## src/hw/tva_defs.vh

```
`ifndef TVA_DEFS_VH
`define TVA_DEFS_VH
`define TVA_CODE_W      8
`define TVA_CODE_ZERO   8'h00
`define TVA_CODE_MAX    8'hFF
`define TVA_DITH_W      2
`define TVA_DITH_ZERO   2'h0
`define TVA_DITH_ONE    2'h1
`define TVA_FRAME_ZERO  1'h0
`define TVA_CLAMP_W     8
`define TVA_CLAMP_16    8'h10
`define TVA_CLAMP_64    8'h40
`define TVA_CLAMP_128   8'h80
`define TVA_BUF_DEPTH   2
`endif

```

## src/hw/tva_adc_path.v

```verilog
`timescale 1ns/100ps
`include "tva_defs.vh"
// Contract
// Samples are taken on a falling edge and appear on a rising edge 2.5 cycles later. The code delays or drops them while sink_ready_in is low.
// Each code is 8 bits wide, bit 0 least significant and bit 7 most significant.
// Red, green and blue conversions drive their own separate output buses.
// Luma and colour-difference inputs use the same buses with the same timing.
// The dither counter advances once per line-sync pulse. The code ignores a line-sync rise in the same cycle as a frame-sync rise.
// Clamp restoration is active only while line-sync pulses are present, ahead of conversion.
// The clamp-level select is decoded as low, high or open.
// The dither counter clears after every second frame-sync pulse and stops while frame sync is low.
// Outputs are enabled while the active-low select is low and released while it is high.
// Clamp levels are 16/16/16, green 16 with red/blue 128, or green 64 with red/blue 128.
// The dither offset is subtracted from each code by a binary adder, shifting the range by one. The code leaves code 0x00 unchanged.
// The pipeline takes a sample every falling edge and updates all buses together on rising edges.
module tva_adc_path (
  input  wire       clk_in,
  input  wire       rst_in,
  input  wire [7:0] red_analog_in,
  input  wire [7:0] green_analog_in,
  input  wire [7:0] blue_analog_in,
  input  wire       line_sync_in,
  input  wire       frame_sync_in,
  input  wire       mode_low_in,
  input  wire       mode_high_in,
  input  wire       out_sel_n_in,
  input  wire       sink_ready_in,
  output wire       code_valid_out,
  output wire [7:0] red_code_out,
  output wire [7:0] green_code_out,
  output wire [7:0] blue_code_out,
  output wire       code_oe_out,
  output wire       clamp_active_out,
  output reg  [7:0] red_clamp_out,
  output reg  [7:0] green_clamp_out,
  output reg  [7:0] blue_clamp_out,
  output wire [1:0] dither_state_out
);
  localparam [2:0] MODE_LOW  = 3'b001;
  localparam [2:0] MODE_HIGH = 3'b010;
  localparam [2:0] MODE_OPEN = 3'b100;

  // Falling-edge sample stage, rising-edge stages and control signals
  reg  [7:0] red_smp_ff;
  reg  [7:0] green_smp_ff;
  reg  [7:0] blue_smp_ff;
  reg  [7:0] red_p1_ff;
  reg  [7:0] green_p1_ff;
  reg  [7:0] blue_p1_ff;
  reg  [7:0] red_p2_ff;
  reg  [7:0] green_p2_ff;
  reg  [7:0] blue_p2_ff;
  reg  [1:0] dith_ff;
  reg  [1:0] nxt_dith;
  reg        line_d_ff;
  reg        frame_d_ff;
  reg        frame_cnt_ff;
  reg        nxt_frame_cnt;
  reg  [2:0] mode_ff;
  reg  [2:0] nxt_mode;
  wire       line_rise;
  wire       frame_rise;
  wire       offs;
  wire       buf_ready;
  wire [23:0] buf_data;

  // Dither correction adder
  function [7:0] tva_correct;
    input [7:0] code;
    input       off;
    begin
      if (off && code != `TVA_CODE_ZERO)
        tva_correct = code - {7'h00, off};
      else
        tva_correct = code;
    end
  endfunction

  // sample on falling edge
  // one sample each fall
  always @(negedge clk_in or posedge rst_in)
  begin
    if (rst_in)
    begin
      red_smp_ff   <= `TVA_CODE_ZERO;
      green_smp_ff <= `TVA_CODE_ZERO;
      blue_smp_ff  <= `TVA_CODE_ZERO;
    end
    else
    begin
      red_smp_ff   <= red_analog_in;
      green_smp_ff <= green_analog_in;
      blue_smp_ff  <= blue_analog_in;
    end
  end

  assign line_rise  = line_sync_in & ~line_d_ff;
  assign frame_rise = frame_sync_in & ~frame_d_ff;
  assign offs       = dith_ff[0];

  always @*
  begin
    nxt_dith      = dith_ff;
    nxt_frame_cnt = frame_cnt_ff;
    // frame clear, hold
    if (!frame_sync_in)
      nxt_dith = dith_ff;
    else if (frame_rise)
    begin
      nxt_frame_cnt = ~frame_cnt_ff;
      if (frame_cnt_ff)
        nxt_dith = `TVA_DITH_ZERO;
    end
    // advance per line
    else if (line_rise)
      nxt_dith = dith_ff + `TVA_DITH_ONE;
  end

  // three-state decode
  always @*
  begin
    case ({mode_high_in, mode_low_in})
      2'b01:   nxt_mode = MODE_LOW;
      2'b10:   nxt_mode = MODE_HIGH;
      default: nxt_mode = MODE_OPEN;
    endcase
  end

  // clamp level table
  always @*
  begin
    case (mode_ff)
      MODE_LOW:
      begin
        red_clamp_out   = `TVA_CLAMP_16;
        green_clamp_out = `TVA_CLAMP_16;
        blue_clamp_out  = `TVA_CLAMP_16;
      end
      MODE_HIGH:
      begin
        red_clamp_out   = `TVA_CLAMP_128;
        green_clamp_out = `TVA_CLAMP_16;
        blue_clamp_out  = `TVA_CLAMP_128;
      end
      default:
      begin
        red_clamp_out   = `TVA_CLAMP_128;
        green_clamp_out = `TVA_CLAMP_64;
        blue_clamp_out  = `TVA_CLAMP_128;
      end
    endcase
  end

  // clamp only during sync
  assign clamp_active_out = line_sync_in;

  always @(posedge clk_in or posedge rst_in)
  begin
    if (rst_in)
    begin
      red_p1_ff    <= `TVA_CODE_ZERO;
      green_p1_ff  <= `TVA_CODE_ZERO;
      blue_p1_ff   <= `TVA_CODE_ZERO;
      red_p2_ff    <= `TVA_CODE_ZERO;
      green_p2_ff  <= `TVA_CODE_ZERO;
      blue_p2_ff   <= `TVA_CODE_ZERO;
      dith_ff      <= `TVA_DITH_ZERO;
      line_d_ff    <= 1'b0;
      frame_d_ff   <= 1'b0;
      frame_cnt_ff <= `TVA_FRAME_ZERO;
      mode_ff      <= MODE_LOW;
    end
    else
    begin
      // second stage
      red_p1_ff    <= red_smp_ff;
      green_p1_ff  <= green_smp_ff;
      blue_p1_ff   <= blue_smp_ff;
      // subtract dither offset
      red_p2_ff    <= tva_correct(red_p1_ff, offs);
      green_p2_ff  <= tva_correct(green_p1_ff, offs);
      blue_p2_ff   <= tva_correct(blue_p1_ff, offs);
      dith_ff      <= nxt_dith;
      line_d_ff    <= line_sync_in;
      frame_d_ff   <= frame_sync_in;
      frame_cnt_ff <= nxt_frame_cnt;
      mode_ff      <= nxt_mode;
    end
  end

  // separate buses via buffer
  // same path any format
  tva_buf2 #(
    .W (24)
  ) u_buf (
    .clk_in        (clk_in),
    .rst_in        (rst_in),
    .in_valid_in   (1'b1),
    .in_ready_out  (buf_ready),
    .in_data_in    ({red_p2_ff, green_p2_ff, blue_p2_ff}),
    .out_valid_out (code_valid_out),
    .out_ready_in  (sink_ready_in),
    .out_data_out  (buf_data)
  );

  // bit 7 is MSB
  assign red_code_out   = buf_data[23:16];
  assign green_code_out = buf_data[15:8];
  assign blue_code_out  = buf_data[7:0];
  // active-low output select
  assign code_oe_out    = ~out_sel_n_in;
  assign dither_state_out = dith_ff;
endmodule // tva_adc_path

```

## src/hw/tva_buf2.v

```verilog
`timescale 1ns/100ps
// Two-entry skid buffer
module tva_buf2 #(
  parameter W = 24
) (
  input  wire         clk_in,
  input  wire         rst_in,
  input  wire         in_valid_in,
  output wire         in_ready_out,
  input  wire [W-1:0] in_data_in,
  output wire         out_valid_out,
  input  wire         out_ready_in,
  output wire [W-1:0] out_data_out
);
  reg [W-1:0] mem_ff [0:1];
  reg         wr_ptr_ff;
  reg         rd_ptr_ff;
  reg [1:0]   cnt_ff;
  wire        push;
  wire        pop;

  assign in_ready_out  = (cnt_ff != 2'h2);
  assign out_valid_out = (cnt_ff != 2'h0);
  assign out_data_out  = mem_ff[rd_ptr_ff];
  assign push          = in_valid_in & in_ready_out;
  assign pop           = out_valid_out & out_ready_in;

  always @(posedge clk_in or posedge rst_in)
  begin
    if (rst_in)
    begin
      wr_ptr_ff <= 1'b0;
      rd_ptr_ff <= 1'b0;
      cnt_ff    <= 2'h0;
      mem_ff[0] <= {W{1'b0}};
      mem_ff[1] <= {W{1'b0}};
    end
    else
    begin
      if (push)
      begin
        mem_ff[wr_ptr_ff] <= in_data_in;
        wr_ptr_ff         <= ~wr_ptr_ff;
      end
      if (pop)
        rd_ptr_ff <= ~rd_ptr_ff;
      if (push & ~pop)
        cnt_ff <= cnt_ff + 2'h1;
      else if (pop & ~push)
        cnt_ff <= cnt_ff - 2'h1;
    end
  end
endmodule // tva_buf2

```

## config.mk

```make
export PLATFORM = sky130hd
export DESIGN_NAME = tva_adc_path
export DESIGN_NICKNAME = d
export VERILOG_FILES = /design/src/hw/tva_adc_path.v /design/src/hw/tva_buf2.v
export VERILOG_INCLUDE_DIRS = /design/src /design/src/hw
export SDC_FILE = /design/constraint.sdc
export NUM_CORES = 1
export LEC_CHECK = 0
export ABC_AREA = 1
export ABC_CLOCK_PERIOD_IN_PS = 2330
export BUFFER_PORTS_ARGS = -buffer_cell sky130_fd_sc_hd__buf_2
export CAP_MARGIN = 15
export CORE_ASPECT_RATIO = 1.2
export CORE_MARGIN = 2
export CORE_UTILIZATION = 45
export CTS_CLUSTER_DIAMETER = 150
export DETAILED_ROUTE_END_ITERATION = 7
export GPL_ROUTABILITY_DRIVEN = 0
export HOLD_SLACK_MARGIN = 0.02
export PLACE_DENSITY = 0.68
export SETUP_SLACK_MARGIN = 0.02
export SKIP_LAST_GASP = 1
export SLEW_MARGIN = 20
export SYNTH_ARGS = -nofsm -noshare
export SYNTH_HDL_FRONTEND = slang
export SYNTH_HIERARCHICAL = 1
export SYNTH_SLANG_ARGS = --single-unit
```

## constraint.sdc

```tcl
create_clock -name clk_in -period 2.33 [get_ports clk_in]
set_input_delay 0.3495 -clock clk_in [delete_from_list [all_inputs] [get_ports clk_in]]
set_output_delay 0.3495 -clock clk_in [all_outputs]
set_load 0.01 [all_outputs]
```

# After elaboration in Yosys (flattened, before gate mapping)
# Index checks and enable logic that the tools add are counted.
# word_totals
ff_bits	132
# op_classes
n_bitwise	15
n_addsub	6
n_eq_ne	6
order_cmp	3
n_mux	17
reduce_logical	13
# op_table
op	n
$mux 24	4
$bwmux 48	1
$mux 8	4
$demux 24 s1	1
$reduce_bool 8->1	3
$sub 8x1->8	3
$mux 2	5
$not 1->1	8
$mux 7	1
$pmux 3 s2	1
$reduce_bool 2->1	3
$and 1x1->1	5
$add 2x1->2 const B	2
$ge 2x2->1 const B	2
$logic_and 1x1->1	4
$ne 2x2->1 const B	2
$not 1->2	2
$eq 3x1->1 const B	1
$eq 3x2->1 const B	1
$reduce_and 3->1	1
$eq 2x1->1 const B	1
$eq 2x2->1 const B	1
$lt 2x1->1 const B	1
$reduce_and 2->1	1
2 further kinds	2

# Depth between registers and ports, before layout
# logic_depth
ltp_word	6
mapped_depth	11

# Modules after synthesis
# The synthesis kept the hierarchy.
# modules_own_cells
mod	cells_each	area_per_inst_um2	instances
tva_adc_path	314	3216.8	1
tva_buf2	320	2565.0	1

==> metrics.md <==
| Metric | Value |
|---|---|
| Data required time of the worst path | `1.98 ns` |
| First-pass iteration count of the detailed router | `4` |
| Combinational Power Share | `28.1%` |
| Max frequency | `0.522 GHz` |
| Sequential Power Share | `39.0%` |
| End of the worst register-to-register path | `u_buf/cnt_ff[1]$_DFFE_PP0P_` |
| Post-detailed-route via-to-cell ratio | `4.81` |
| TritonCTS buffer count | `17` |
| Data arrival at the endpoint of the critical path | `1.57 ns` |
| Die area | `13,800 um2` |
| Worst reg-to-reg setup slack | `0.70 ns` |
| Detailed-route wire length per cell | `12.4 um` |
| Vias in the first global route | `4,008` |
| Fraction of met1 tracks used by global routing | `21.2%` |
| Peak supply drop | `542 uV` |
| I/O Pins | `85` |
| Worst-skew pair later-pin latency | `0.40 ns` |
| Min Clock Period, post-route | `1.92 ns` |
| Total routed wirelength | `10,800 um` |
| Sort of element at the start of the critical path | `flip-flop` |
| Ratio of total power to cell area | `1250 nW/um2` |
| Overall die width | `107 um` |
| Pre-CTS setup slack | `0.436 ns` |
| Cell leakage power | `3.58 nW` |
| Maximum number of pins on one net before global-route repair | `53` |
| Number of endpoints with negative hold slack in the final report | `0` |
| Share of synthesized registers carrying an async set or reset | `100%` |
| Number of setup buffers added after CTS | `0` |
| Unrepaired setup endpoints after global routing | `no` |
| Initial antenna violation count | `0` |
| Worst r2r path cells | `9` |
| DRC | `0` |
| Total grt overflow | `0` |
| First-pass GRT wire length | `18,500 um` |
| Post-route cell area | `6710 um2` |
| Final antenna diode count | `0` |
| Pin slew with the least headroom to its limit | `0.669 ns` |
| Drt first-iter violations | `199` |
| Synthesized instance count | `634` |
| Starting density of the core | `45.8%` |
| Total number of nets in the final design | `740` |
| Setup violators final | `0` |
| Die H | `128 um` |
| Netlist cell types | `26` |
| Least setup slack across all paths after layout | `0.414 ns` |
| Max-cap viol count | `0` |
| Met3 Use GR | `5.08%` |
| Placed cell area | `6090 um2` |
| DP Wirelength | `7250 um` |
| Number of max-slew violations in the final report | `0` |
| Core region area | `12,600 um2` |
| Ratio of cells with drive above 1 in the final layout | `18.6%` |
| Flops & latches, synth | `132` |
| Worst setup EP type | `primary output` |
| Power Internal | `5.51 mW` |
| Area Overhead vs Synth | `16.1%` |
| Site Rows | `45` |
| Grt met2 use | `28.3%` |
| Final antenna-violating net count | `0` |
| Avg Cell Area, Syn | `9.12 um2` |
| GR peak layer | `met2` |
| CTS root buffer | `sky130_fd_sc_hd__clkbuf_16` |
| Portion of the clock cycle consumed by the worst path in the final layout | `82.3%` |
| Number of vias after detailed routing | `4,193` |
| Outcome | `finished, final reports clean` |
| Cell area after synthesis | `5780 um2` |
| Part of the total power dissipated in the clock network | `32.9%` |
| CP max FO | `3` |
| Commonest register cell after synthesis | `sky130_fd_sc_hd__dfrtp_1` |
| Clock-pin slew on the worst setup and hold paths | `0.05 ns` |
| Count of input and output buffers | `66` |
| Count of flip-flops with a built-in enable after synthesis | `0` |
| Startpoint of the worst register-to-register path | `u_buf/cnt_ff[0]$_DFFE_PP0P_` |
| Sequential area share after synthesis | `57.2%` |
| CTS-repair resized insts | `0` |
| Worst-case headroom to the max-slew limit | `55.4%` |
| NetSw | `2.87 mW` |
| Power Total | `8.39 mW` |
| CTS tree | `built` |
| Yosys warning total | `6` |
| Type of the worst setup path | `flip-flop to primary output` |
| Number of sinks handled by clock tree synthesis | `132` |
| Min-Delay Path Class | `input pin to asynchronous set/reset pin` |
| Clock tree buffer depth | `2` |
| Hold-fix buffer count after cts | `0` |
| Fraction of power spent switching nets | `34.3%` |
| CTS HTree Levels | `4` |
| Overall Global Routing Usage | `17.1%` |
| Final setup skew | `0.0189 ns` |
[cells in the mapped netlist (7+ instances only)]
| cell | n | area, um2 |
|---|---|---|
| sky130_fd_sc_hd__nand2_1 | 274 | 1030 |
| sky130_fd_sc_hd__dfrtp_1 | 107 | 2680 |
| sky130_fd_sc_hd__nand4_1 | 52 | 325 |
| sky130_fd_sc_hd__buf_4 | 32 | 240 |
| sky130_fd_sc_hd__inv_1 | 32 | 120 |
| sky130_fd_sc_hd__dfrtn_1 | 24 | 601 |
| sky130_fd_sc_hd__nor2_1 | 20 | 75.1 |
| sky130_fd_sc_hd__ha_1 | 12 | 150 |
| sky130_fd_sc_hd__buf_2 | 11 | 55.1 |
| sky130_fd_sc_hd__xnor2_1 | 10 | 87.6 |
| sky130_fd_sc_hd__nand3_1 | 9 | 45.0 |
| sky130_fd_sc_hd__inv_2 | 8 | 30.0 |
| sky130_fd_sc_hd__o21ai_0 | 7 | 35.0 |
[per-stage QoR]
step	hold slack [ns]	util, %	cells	TNS (ns)
2_1_floorplan	0.381	-	651	-0.0496
3_3_place_gp	0.453	48.3	841	0
3_5_place_dp	0.458	48.3	841	0
4_1_cts	0.0265	53.2	872	0
5_1_grt	0.0629	53.2	872	0
6_report	0.0252	53.2	872	0
[sequential cells by signal (all words and copies together), names as in the netlist, 8 cells and up]
name and cells:
green_smp_ff 8, green_p1_ff 8, red_p1_ff 8, blue_p1_ff 8, blue_p2_ff 8, red_p2_ff 8
u_buf/mem_ff 48, green_p2_ff 8, blue_smp_ff 8, red_smp_ff 8
[critical path, cell delays in order, from the launching register on]
cell                      delay [ns]
sky130_fd_sc_hd__dfstp_2        0.51
sky130_fd_sc_hd__inv_1          0.04
sky130_fd_sc_hd__nor3_1         0.24
sky130_fd_sc_hd__inv_1          0.11
sky130_fd_sc_hd__nand2_1        0.09
sky130_fd_sc_hd__inv_1          0.04
sky130_fd_sc_hd__buf_2          0.13
[power by group through the flow]
stage | Sequential, mW | Combinational (mW) | Clock, mW
3_5_place_dp | 3.30 | 2.37 | 0
6_report | 3.27 | 2.36 | 2.76
2_1_floorplan | 3.18 | 1.85 | 0
5_1_grt | 3.34 | 2.70 | 2.92
4_1_cts | 3.27 | 2.38 | 2.80
3_3_place_gp | 3.27 | 2.31 | 0
[area by class of cell]
cell class              count  area, um2
inverters                  42        161
flip-flops and latches    132       3300
clock buffers              18        439
repair buffers             75        398
well taps                 164        205
fillers                  1158       5900
clock inverters            13        183
multi-input cells         428       2020
[placed cells by master, fill, tap and decap left out, types with 6 or more instances in the layout]
master	instances
sky130_fd_sc_hd__nand2_1	274
sky130_fd_sc_hd__dfrtp_1	107
sky130_fd_sc_hd__buf_2	66
sky130_fd_sc_hd__nand4_1	52
sky130_fd_sc_hd__inv_1	30
sky130_fd_sc_hd__dfrtn_1	24
sky130_fd_sc_hd__nor2_1	20
sky130_fd_sc_hd__conb_1	19
sky130_fd_sc_hd__clkbuf_16	17
sky130_fd_sc_hd__ha_1	12
sky130_fd_sc_hd__xnor2_1	10
sky130_fd_sc_hd__inv_2	9
sky130_fd_sc_hd__nand3_1	9
sky130_fd_sc_hd__buf_4	9
sky130_fd_sc_hd__o21ai_0	7
sky130_fd_sc_hd__o21ai_1	6
[kinds of logic after synthesis]
group	share of synthesized area, %
simple gates	27.6
flops	57.2
buf+inv	9.00
compound gates	1.88
fa+ha+maj	2.60
xor+xnor	1.67
other cells	0.130
[routing by layer]
layer	vias to the layer above	wire length [um]	share of wire [%]
met4	0	200	1.9
li1	2083	-	-
met2	116	5390	50
met1	1978	4640	43
met5	-	0	0
met3	16	567	5.3
[worst max path at each step]
stage                                     to  cells after the start            startpoint
finish                    green_clamp_out[6]                      6  mode_ff[0]$_DFF_PP1_
global route              green_clamp_out[6]                      6  mode_ff[0]$_DFF_PP1_
CTS                       green_clamp_out[6]                      6  mode_ff[0]$_DFF_PP1_
detailed placement   red_smp_ff[5]$_DFF_NP0_                      2                rst_in
global placement     red_smp_ff[7]$_DFF_NP0_                      2                rst_in
floorplan           blue_smp_ff[0]$_DFF_NP0_                      1                rst_in
Power figures use the tool's default switching activity.
